<file path="src/core/adcs_cfg.svh">
`ifndef ADCS_CFG_SVH
`define ADCS_CFG_SVH

// counter and word widths, buffer depth
`define ADCS_CNT_W 17
`define ADCS_WORD_W 16
`define ADCS_CODE_W 12
`define ADCS_BUF_DEPTH 2

// durations in master clock periods
`define ADCS_CONV_CYC 17'h0_0012
`define ADCS_CAL_FULL_CYC 17'h1_e855
`define ADCS_CAL_DAC_CYC 17'h1_b20a
`define ADCS_CAL_OFS_CYC 17'h0_364b

// serial control word fields
`define ADCS_CTL_CONV 1
`define ADCS_CTL_CAL_LSB 2
`define ADCS_CAL_NONE 2'h0
`define ADCS_CAL_FULL 2'h1
`define ADCS_CAL_DAC 2'h2
`define ADCS_CAL_OFS 2'h3

// last bit index of a serial word
`define ADCS_LAST_BIT 5'h0_00f

// pin idle levels {din, frame_n, sclk, cal_req, convert_start_n, mclk}
`define ADCS_PIN_IDLE 6'h12

`endif

</file>
<file path="src/core/adcs_pkg.sv">
package adcs_pkg;

    // sequencer states
    typedef enum logic [1:0] {
        ST_IDLE = 2'b00,
        ST_ARMED = 2'b01,
        ST_CONV = 2'b10,
        ST_CAL = 2'b11
    } adcs_state_type;

endpackage : adcs_pkg

</file>
<file path="src/core/adcs_stream_if.sv">
`timescale 1ns/1ps
`default_nettype none

interface adcs_stream_if #(parameter int W = 16);
    logic [W-1:0] data;
    logic valid;
    logic ready;

    // producer side
    modport src (output data, output valid, input ready);
    // consumer side
    modport snk (input data, input valid, output ready);
endinterface : adcs_stream_if

`default_nettype wire

</file>
<file path="src/core/adcs_buffer.sv">
`timescale 1ns/1ps
`default_nettype none
`include "adcs_cfg.svh"

module adcs_buffer #(
    parameter int W = `ADCS_WORD_W,
    parameter int DEPTH = `ADCS_BUF_DEPTH
) (
    // clock and reset
    input wire logic core_clk,
    input wire logic rst,
    // fill and drain sides
    adcs_stream_if.snk in_if,
    adcs_stream_if.src out_if
);
    localparam int PW = (DEPTH > 1) ? $clog2(DEPTH) : 1;
    localparam int CW = $clog2(DEPTH + 1);

    logic [W-1:0] mem_r [DEPTH];
    logic [PW-1:0] wr_r, wr_nxt, rd_r, rd_nxt;
    logic [CW-1:0] cnt_r, cnt_nxt;
    logic push, pop;

    // handshakes and honest full / empty
    assign in_if.ready = (cnt_r != CW'(DEPTH));
    assign out_if.valid = (cnt_r != '0);
    assign out_if.data = mem_r[rd_r];
    assign push = in_if.valid && in_if.ready;
    assign pop = out_if.valid && out_if.ready;

    // pointer and fill level update
    always_comb
    begin
        wr_nxt = wr_r;
        rd_nxt = rd_r;
        cnt_nxt = cnt_r;
        if (push)
            wr_nxt = (wr_r == PW'(DEPTH - 1)) ? '0 : PW'(wr_r + 1'b1);
        if (pop)
            rd_nxt = (rd_r == PW'(DEPTH - 1)) ? '0 : PW'(rd_r + 1'b1);
        if (push && !pop)
            cnt_nxt = CW'(cnt_r + 1'b1);
        else if (pop && !push)
            cnt_nxt = CW'(cnt_r - 1'b1);
    end

    always_ff @(posedge core_clk)
    begin
        if (rst)
        begin
            wr_r <= '0;
            rd_r <= '0;
            cnt_r <= '0;
        end
        else
        begin
            wr_r <= wr_nxt;
            rd_r <= rd_nxt;
            cnt_r <= cnt_nxt;
        end
        if (push)
            mem_r[wr_r] <= in_if.data;
    end
endmodule : adcs_buffer

`default_nettype wire

</file>
<file path="src/core/adcs_sequencer.sv">
// Summary of operation
// - a conversion lasts exactly eighteen master clock periods.
// - a full self-calibration lasts 125013 master clock periods.
// - an internal DAC plus system full-scale calibration lasts 111114 master clock periods.
// - a system offset calibration lasts 13899 master clock periods.
// - busy rises within 2.5 master clock periods of a calibration request or of convert-start falling.
// - a serial control write with the convert bit set starts a conversion.
// - the serial output is driven only while a frame is active and released when the frame ends.
// - serial output data changes after each serial clock falling edge.
// - the input line turns into an output after a rising edge and back into an input afterwards.
// - busy stays high until conversion or calibration completes, then falls.
`timescale 1ns/1ps
`default_nettype none
`include "adcs_cfg.svh"

module adcs_sequencer
    import adcs_pkg::*;
#(
    parameter logic [`ADCS_CNT_W-1:0] CAL_FULL_CYC = `ADCS_CAL_FULL_CYC,
    parameter logic [`ADCS_CNT_W-1:0] CAL_DAC_CYC = `ADCS_CAL_DAC_CYC,
    parameter logic [`ADCS_CNT_W-1:0] CAL_OFS_CYC = `ADCS_CAL_OFS_CYC
) (
    // clock and reset
    input wire logic core_clk,
    input wire logic rst,
    // converter pins
    input wire logic master_clock_in,
    input wire logic convert_start_n,
    input wire logic cal_req,
    output logic busy,
    // converter core result
    input wire logic [`ADCS_CODE_W-1:0] sample_code,
    // serial pins
    input wire logic frame_n,
    input wire logic sclk,
    input wire logic din_in,
    output logic din_out,
    output logic din_oe,
    output logic dout,
    output logic dout_oe
);
    localparam int PN = 6;
    localparam int WW = `ADCS_WORD_W;
    localparam int CW = `ADCS_CNT_W;

    logic [PN-1:0] pin_raw, meta_r, sync_r, hist_r, rise, fall;
    adcs_state_type state_r, state_nxt;
    logic [CW-1:0] cnt_r, cnt_nxt, cal_len_r, cal_len_nxt;
    logic busy_r, busy_nxt, push;
    logic [WW-1:0] rx_r, rx_nxt, tx_r, tx_nxt;
    logic [4:0] bit_r, bit_nxt;
    logic dout_r, dout_nxt, dout_oe_r, dout_oe_nxt;
    logic din_out_r, din_out_nxt, din_oe_r, din_oe_nxt;
    logic wr_conv_r, wr_conv_nxt;
    logic [1:0] wr_cal_r, wr_cal_nxt;
    logic tick, frame_on;

    adcs_stream_if #(.W(WW)) res_in ();
    adcs_stream_if #(.W(WW)) res_out ();

    // two-entry result buffer toward the serial port
    adcs_buffer #(.W(WW), .DEPTH(`ADCS_BUF_DEPTH)) u_buf (
        .core_clk(core_clk),
        .rst(rst),
        .in_if(res_in),
        .out_if(res_out)
    );

    // pin synchronisers, then an edge history stage
    assign pin_raw = {din_in, frame_n, sclk, cal_req, convert_start_n, master_clock_in};
    for (genvar i = 0; i < PN; i++)
    begin : g_sync
        always_ff @(posedge core_clk)
        begin
            if (rst)
            begin
                meta_r[i] <= 1'(`ADCS_PIN_IDLE >> i);
                sync_r[i] <= 1'(`ADCS_PIN_IDLE >> i);
                hist_r[i] <= 1'(`ADCS_PIN_IDLE >> i);
            end
            else
            begin
                meta_r[i] <= pin_raw[i];
                sync_r[i] <= meta_r[i];
                hist_r[i] <= sync_r[i];
            end
        end
    end

    assign rise = sync_r & ~hist_r;
    assign fall = ~sync_r & hist_r;
    assign tick = rise[0];
    assign frame_on = ~sync_r[4];

    assign res_in.data = {{(WW - `ADCS_CODE_W){1'b0}}, sample_code};
    assign res_in.valid = push;

    // conversion and calibration sequencing
    always_comb
    begin
        state_nxt = state_r;
        cnt_nxt = cnt_r;
        cal_len_nxt = cal_len_r;
        busy_nxt = busy_r;
        push = 1'b0;
        unique case (state_r)
            ST_IDLE:
            begin
                cnt_nxt = '0;
                if (rise[2])
                begin
                    state_nxt = ST_CAL;
                    cal_len_nxt = CAL_FULL_CYC;
                    busy_nxt = 1'b1;
                end
                else if (wr_cal_r != `ADCS_CAL_NONE)
                begin
                    state_nxt = ST_CAL;
                    unique case (wr_cal_r)
                        `ADCS_CAL_FULL: cal_len_nxt = CAL_FULL_CYC;
                        `ADCS_CAL_DAC: cal_len_nxt = CAL_DAC_CYC;
                        default: cal_len_nxt = CAL_OFS_CYC;
                    endcase
                    busy_nxt = 1'b1;
                end
                else if (fall[1])
                begin
                    state_nxt = ST_ARMED;
                    busy_nxt = 1'b1;
                end
                else if (wr_conv_r)
                begin
                    state_nxt = ST_CONV;
                    busy_nxt = 1'b1;
                end
            end
            ST_ARMED:
            begin
                if (rise[1])
                    state_nxt = ST_CONV;
            end
            ST_CONV:
            begin
                if (cnt_r != `ADCS_CONV_CYC)
                    cnt_nxt = cnt_r + CW'(tick);
                else
                begin
                    push = 1'b1;
                    if (res_in.ready)
                    begin
                        state_nxt = ST_IDLE;
                        busy_nxt = 1'b0;
                    end
                end
            end
            ST_CAL:
            begin
                if (cnt_r != cal_len_r)
                    cnt_nxt = cnt_r + CW'(tick);
                else
                begin
                    state_nxt = ST_IDLE;
                    busy_nxt = 1'b0;
                end
            end
        endcase
    end

    always_ff @(posedge core_clk)
    begin
        if (rst)
        begin
            state_r <= ST_IDLE;
            cnt_r <= '0;
            cal_len_r <= '0;
            busy_r <= 1'b0;
        end
        else
        begin
            state_r <= state_nxt;
            cnt_r <= cnt_nxt;
            cal_len_r <= cal_len_nxt;
            busy_r <= busy_nxt;
        end
    end

    // serial frame, shift and line direction control
    always_comb
    begin
        rx_nxt = rx_r;
        tx_nxt = tx_r;
        bit_nxt = bit_r;
        dout_nxt = dout_r;
        dout_oe_nxt = dout_oe_r;
        din_out_nxt = din_out_r;
        din_oe_nxt = din_oe_r;
        wr_conv_nxt = 1'b0;
        wr_cal_nxt = `ADCS_CAL_NONE;
        res_out.ready = 1'b0;
        if (fall[4])
        begin
            bit_nxt = '0;
            tx_nxt = res_out.valid ? res_out.data : '0;
            res_out.ready = 1'b1;
            dout_nxt = tx_nxt[WW-1];
            din_out_nxt = tx_nxt[WW-1];
            dout_oe_nxt = 1'b1;
        end
        else if (!frame_on)
        begin
            dout_oe_nxt = 1'b0;
            din_oe_nxt = 1'b0;
        end
        else
        begin
            if (rise[3])
            begin
                rx_nxt = {rx_r[WW-2:0], sync_r[5]};
                bit_nxt = bit_r + 5'h0_001;
                din_oe_nxt = (bit_r == `ADCS_LAST_BIT) && !din_oe_r;
                if (bit_r == `ADCS_LAST_BIT)
                begin
                    wr_conv_nxt = rx_nxt[`ADCS_CTL_CONV];
                    wr_cal_nxt = rx_nxt[`ADCS_CTL_CAL_LSB +: 2];
                end
            end
            if (fall[3])
            begin
                tx_nxt = {tx_r[WW-2:0], 1'b0};
                dout_nxt = tx_r[WW-2];
                din_out_nxt = tx_r[WW-2];
            end
        end
    end

    always_ff @(posedge core_clk)
    begin
        if (rst)
        begin
            rx_r <= '0;
            tx_r <= '0;
            bit_r <= '0;
            dout_r <= 1'b0;
            dout_oe_r <= 1'b0;
            din_out_r <= 1'b0;
            din_oe_r <= 1'b0;
            wr_conv_r <= 1'b0;
            wr_cal_r <= `ADCS_CAL_NONE;
        end
        else
        begin
            rx_r <= rx_nxt;
            tx_r <= tx_nxt;
            bit_r <= bit_nxt;
            dout_r <= dout_nxt;
            dout_oe_r <= dout_oe_nxt;
            din_out_r <= din_out_nxt;
            din_oe_r <= din_oe_nxt;
            wr_conv_r <= wr_conv_nxt;
            wr_cal_r <= wr_cal_nxt;
        end
    end

    // registered outputs
    assign busy = busy_r;
    assign dout = dout_r;
    assign dout_oe = dout_oe_r;
    assign din_out = din_out_r;
    assign din_oe = din_oe_r;
endmodule : adcs_sequencer

`default_nettype wire

</file>
<file path="config.mk">
export PLATFORM = sky130hd
export DESIGN_NAME = adcs_sequencer
export DESIGN_NICKNAME = d
export VERILOG_FILES = /design/src/core/adcs_pkg.sv /design/src/core/adcs_stream_if.sv /design/src/core/adcs_buffer.sv /design/src/core/adcs_sequencer.sv
export VERILOG_INCLUDE_DIRS = /design/src /design/src/core
export SDC_FILE = /design/constraint.sdc
export NUM_CORES = 1
export LEC_CHECK = 0
export CAP_MARGIN = 40
export CORE_MARGIN = 3
export CORE_UTILIZATION = 50
export DETAILED_ROUTE_END_ITERATION = 8
export DONT_BUFFER_PORTS = 1
export SYNTH_ARGS = -nofsm -noshare
export SYNTH_HDL_FRONTEND = slang
export SYNTH_HIERARCHICAL = 1
export SYNTH_SLANG_ARGS = --single-unit
</file>
<file path="constraint.sdc">
create_clock -name core_clk -period 5.9 [get_ports core_clk]
set_clock_uncertainty 0.05 [all_clocks]
set_input_delay 0.295 -clock core_clk [delete_from_list [all_inputs] [get_ports core_clk]]
set_output_delay 0.295 -clock core_clk [all_outputs]
set_load 0.01 [all_outputs]
</file>
==> Yosys cells after proc, flatten, opt, wreduce, memory -nomap -nowiden <==
Memories as Yosys holds them, arrays and structs flattened. A register that Yosys moved wholly into a read port is not among the register bits.
Index checks and enable logic that the tools add are counted.
{ "word_totals": {"register_bits": 87, "mem_bits_rw": 24, "input_bits": 20, "wordCells": 136, "mem_count": 1} }
{ "classes": {"n_addsub": 6, "n_eq_ne": 17, "muxes": 45, "bitwise": 8, "reduce_logical": 27} }
{ "memory_table": {"columns": ["memory", "depth", "width", "read_ports", "rd_clocked_by_memory_dff", "write_ports", "line_no", "rtl"], "rows": [
  ["u_buf.mem_r", 2, 12, 1, 1, 1, "adcs_buffer.sv:19", "logic [W-1:0] mem_r [DEPTH];"]
]} }
{ "op_table": {"columns": ["cell", "count"], "rows": [
  ["17-bit 2-to-1 mux", 4],
  ["17-bit one-hot mux with 3 select lines", 1],
  ["15-bit 2-to-1 mux", 3],
  ["17-bit one-hot mux with 2 select lines", 1],
  ["1-bit 2-to-1 mux", 23],
  ["2-bit 2-to-1 mux", 10],
  ["17-bit by 1-bit adder with 17-bit output", 1],
  ["17-bit != test", 1],
  ["17-bit by 5-bit != test with 1-bit output (second input constant)", 1],
  ["16-bit 2-to-1 mux", 1],
  ["2-bit nonzero test", 7],
  ["2-bit != test (second input constant)", 6],
  ["5-bit AND reduction", 2],
  ["2-bit one-hot mux with 4 select lines", 1],
  ["2-bit AND reduction", 4],
  ["2-bit equality test (second input constant)", 3],
  ["3-bit AND reduction", 2],
  ["5-bit by 1-bit adder with 5-bit output (second input constant)", 1],
  ["5-bit AND", 1],
  ["5-bit by 4-bit equality test with 1-bit output (second input constant)", 1],
  ["1-bit logical AND", 5],
  ["5-bit != test (second input constant)", 1],
  ["5-bit inverter", 1],
  ["5-bit OR reduction", 1],
  ["13 further kinds", 21]
]} }

==> Depth between registers and ports, before layout <==
{ "logic_depth": {"ltp_word": 8, "mapped_depth": 9} }

==> Cells and area by module <==
Netlist, hierarchy kept.
{ "by_module_without_submodules": {"columns": ["mod", "n_inst", "cells_each", "area_per_inst_um2", "seq_area_each_um2"], "rows": [
  ["adcs_sequencer", 1, 371, 3233.1, 1441.4],
  ["adcs_buffer", 1, 74, 1376.3, 1061.0]
]} }

==> Least setup slack after synthesis <==
OpenSTA, ideal clock, no wires.
{ "synth_path": {"path_type": "reg-to-reg", "startpoint": "register cnt_r[10] (netlist name)", "endpoint": "register u_buf.cnt_r[1]", "arrival_time_ps": 2243, "slack_ps": 3538, "path_stages_with_launch": 9, "path_buffers": 1, "path_cell_list": "dfxtp_1 -> buf_6 -> or4b_4 -> nor4b_4 -> and3_2 -> and2_1 -> ha_1 -> or3_1 -> a21oi_1"} }
{ "synth_rtl": {"columns": ["element", "line_no", "rtl"], "rows": [
  ["end signal, assigned", "adcs_buffer.sv:59", "cnt_r <= cnt_nxt;"],
  ["end, declared", "adcs_buffer.sv:21", "logic [CW-1:0] cnt_r, cnt_nxt;"]
]} }

==> Worst setup path after layout <==
{ "layout_path": {"startpoint": "register sync_r[4]", "endpoint": "register u_buf.cnt_r[1]"} }
{ "layout_via": {"elab_chain_len": 7} }
{ "layout_rtl": {"columns": ["element", "line_no", "rtl"], "rows": [
  ["start, declared", "adcs_sequencer.sv:46", "logic [PN-1:0] pin_raw, meta_r, sync_r, hist_r, rise, fall;"],
  ["start signal, assigned by index", "adcs_sequencer.sv:78", "sync_r[i] <= 1'(`ADCS_PIN_IDLE >> i);"],
  ["start signal, assigned by index", "adcs_sequencer.sv:84", "sync_r[i] <= meta_r[i];"],
  ["5-bit inverter (*)", "adcs_sequencer.sv:91", "assign fall = ~sync_r & hist_r;"],
  ["5-bit AND (*)", "adcs_sequencer.sv:91", null],
  ["1-bit 2-to-1 mux (*)", "adcs_sequencer.sv:200", "if (fall[4])"],
  ["1-bit logical AND (*)", "adcs_buffer.sv:29", "assign pop = out_if.valid && out_if.ready;"],
  ["1-bit zero test", "adcs_buffer.sv:41", "if (push && !pop)"],
  ["1-bit logical AND", "adcs_buffer.sv:41", null],
  ["2-bit 2-to-1 mux / 2-bit nonzero test (equally long branches)", null, null]
]} }
Mark *: on every way between the ends. The rest lies on a longest branch, timed or not.
A chain may end at the register's enable or synchronous reset.

==> summary by stage <==
STA
The number of endpoints with negative hold slack in the final report is 0. The post-layout worst setup margin is 3.14 ns. Setup repair after global routing left no endpoint under its margin. The worst path in the final design needs a cycle of 2.76 ns, including I/O delays and setup. In the final timing run, aggregate negative setup slack is 0 ns. The number of pins with negative max-slew slack in the final report is 0.

The actual slew at the worst max-slew pin is 0.873 ns. The max-slew headroom at the worst pin is 41.4%. Setup violations remaining at the end of the flow were counted as 0. Derived from the worst setup path, the maximum achievable clock frequency is ~360 MHz. Of the available clock period, the critical path in the final layout requires between 40% and 50%.

Clock network
In this run the deepest clock path goes through 2 buffers. The tree built by TritonCTS fans out to around 110 sinks. The TritonCTS clock tree is yes. The clock latency reported for the late side of the worst-skew pair is ~0.37 ns. CTS built an H-tree with a depth of 3. Counting the buffers created by CTS gives 9.

The post-cts sizing count is 0. The tree is rooted in a clkbuf_8. The clock transition time at the flip-flop clock pins of the worst setup and hold paths is between 0.1 and 0.15 ns.

Die
For this design the top-level I/O count stands at 25. The floorplan die width is 102 µm. The die covers 10400 µm². The overall die height is approximately 100 µm. The number of rows in the core area is 34. The floorplan core area is 8850 µm². The initial core utilization is 52.1%.

Global route
After global routing the overflow that remains totals 0. The via count of the first global-routing pass is just under 3k. The initial antenna violation count is 0. The first global-routing pass estimated between 10 and 15 mm of wire.

Entering global routing, the biggest net connects 58 pins. The total track usage is 17.5%.

Setup path
The worst setup path is of the flop to flop kind. The worst register-to-register path begins at sync_r[4]$_SDFF_PP1_. The critical path's top delay family is simple AND/OR/NAND/NOR gates.

The critical path launch point is sync_r[4]$_SDFF_PP1_. For the worst setup path, the data required time is 6.16 ns. The highest net fanout along the worst path is 17. The delay of the slowest cell on the worst path is 0.59 ns. Data arrives at the worst endpoint at 3.02 ns.

The type of element launching the critical path is a flop. The worst setup path is captured at a flop. Together, buffers and inverters on the worst path number 1. The critical path's slowest cell is clkinv_1.

The signal on the critical path passes through nand2b_1 -> clkinv_1 -> o21ai_0 -> ha_1 -> or3_1 -> a21oi_1.

Synthesis
The unique cell type count in the Yosys netlist is 54. In the synthesized netlist the async set-or-reset flop fraction comes to 0%. Among all flip-flop cells after synthesis, the most frequent one is dfxtp_1.

Dividing the synthesized area by the synthesized cell count gives 10.4 µm². Yosys printed 6 warnings. The area share of the largest cell type after synthesis is 33.4%. The share of synthesized area occupied by flip-flops and latches is about 54%. Yosys attributes the largest share of cell area to dfxtp_1 (33%), edfxtp_1 (21%), mux2_2 (4.2%), nor2_1 (4.0%), a311oi_1 (3.0%). The synthesized instance count is approximately 450. The dominant cell type by area after synthesis is dfxtp_1. Yosys mapped a number of flops with a built-in enable equal to 32.

The mapped cell area is 4610 µm². The flop and latch count out of synthesis is 109.

Drt
The detailed-route DRC error count is 0. For this run, the detailed router's first-pass iteration total came to 4. The detailed router finished its first iteration with about 140 violations. Wires add up to ~8.4 mm. The via-per-instance ratio is 5.43. The count of nets left with antenna violations once routing finished came out at 0. The routed via count is 3105.

The detail-routed net length per standard cell is ~15 µm.

Finish
The library cells used most frequently in the layout, excluding fill and tap cells, are dfxtp_1 (77), nor2_1 (49), nand2_1 (35). For this run, the number of standard cells in the final layout without fillers is about 570. Of the cells placed in the final design, the portion with a size suffix greater than 1 is 11.9%. Measured on the finished design, the core utilization comes to about 57%.

The number of antenna diodes is 0. The library cell used most frequently in the layout, excluding fill and tap cells, is dfxtp_1. The total of fill cells in the finished design is roughly 790. In the final design database the tool counted 488 nets. The area growth from synthesis to layout is 9.61%.

Power and ir drop
For this design the static power due to leakage is 1.71 nW. Power spread over the standard cell area amounts to approximately 260 nW/µm². Summing internal, switching and leakage power gives about 0.0013 W.

The worst-case IR drop observed on VDD is roughly 0.14 mV.

Hold path
The tightest min-delay check is of the input port to flop type. In this run the most critical hold path is launched from rst.

Placed design
In this run the tool buffered the top-level ports with 0 buffer cells. The post-place setup slack is 3.16 ns. The routability-driven placement congestion ratio is roughly 0.84.

Counting tap cells, the placed design contains a total of 537 instances. The half-perimeter wire length of the detailed placement result is 5.43 mm.

Run status
The flow ran to the end, and the final reports show no timing, DRC or antenna violations.

Flow run
Across the run, the number of max-cap violations was 0.
cell type report:
type                    count  area (µm²)  share of cell area (%)
clock buffers              10         128                    2.53
inverters                  11        41.3                   0.817
clock inverters             6        68.8                    1.36
multi-input cells         308        1960                    38.8
repair buffers             20         215                    4.26
well taps                 108         135                    2.67
flip-flops and latches    109        2500                    49.5
state kept, by name, indices dropped and copies added (netlist names), 3 cells and up, named ones only:
| register | flops |
|---|---|
| rx_r | 3 |
| cal_len_r | 6 |
| tx_r | 15 |
| meta_r | 6 |
| u_buf/mem_r | 32 |
| bit_r | 5 |
| cnt_r | 17 |
| hist_r | 5 |
| sync_r | 6 |
metrics by stage:
stage | instance area (µm²) | hold WS [ns]
after detailed placement | 4650 | 0.323
after floorplan | 4640 | 0.314
final | 5050 | 0.0425
after global placement | 4650 | 0.321
after global routing | 5050 | 0.0407
after CTS | 5050 | 0.0292
cells in the mapped netlist, types with 4 or more instances:
library cell and number:
nand3_1 24, a311oi_1 16, mux2_2 17, nor2b_1 12
xor2_1 10, nor4_1 6, nor2_1 49, nand2_1 35
edfxtp_1 32, and2_1 4, a21oi_1 14, a31oi_1 4
inv_1 10, nor3_1 12, mux2i_1 8, or2_2 7
nand4_1 6, o21ai_0 12, buf_6 4, xnor2_1 8
nand2b_1 7, nand3b_1 4, dfxtp_1 77, ha_1 9
clkbuf_1 14, and3_1 5, or3_1 6
repair_timing:
item	4_1_cts	5_1_grt
hold endpoints to repair	81	0
hold buffers	19	0
buffers inserted	0	0
worst register-to-register path, delay by kind of cell, from the launching register on:
family                   cells  cell delay [ns]
adder cells (fa/ha/maj)      1             0.32
AO/OA/AOI/OAI                2             0.44
buffers and inverters        1             0.59
flip-flops                   1             0.41
AND/OR/NAND/NOR              2             0.87
metal layers:
layer | wire, µm | vias up | track usage (%) | share of wire [%]
met5 | 0 | - | 0 | 0
met4 | 124 | 0 | 5.35 | 1.5
met1 | 4170 | 1448 | 24.8 | 50
met3 | 358 | 11 | 4.91 | 4.3
li1 | - | 1594 | - | -
met2 | 3740 | 52 | 26.2 | 45
cell families after synthesis:
kind of cell	count (synthesis)	share of synthesized area [%]
buffers and inverters	35	3.72
multiplexers	25	5.89
flip-flops	109	54.3
XOR/XNOR	18	3.42
adder cells (fa/ha/maj)	9	2.44
AND/OR/NAND/NOR	193	22.3
AO/OA/AOI/OAI	55	7.87
other	1	0.0814
where the power goes:
part	switching [W]	internal [W]
clock	0.000268	0.000166
combinational	0.0000416	0.0000327
sequential	0.0000145	0.000784
worst paths after layout:
check | slack [ns] | end | cells past startpoint
min reg2reg | 0.37 | sync_r[1]$_SDFF_PP1_ | 1
max reg2reg | 3.14 | u_buf/cnt_r[1]$_SDFFE_PP0P_ | 6
max | 3.14 | u_buf/cnt_r[1]$_SDFFE_PP0P_ | 6
min | 0.04 | state_r[0]$_SDFFE_PP0P_ | 3
No activity file was read; power rests on OpenSTA's default activity.
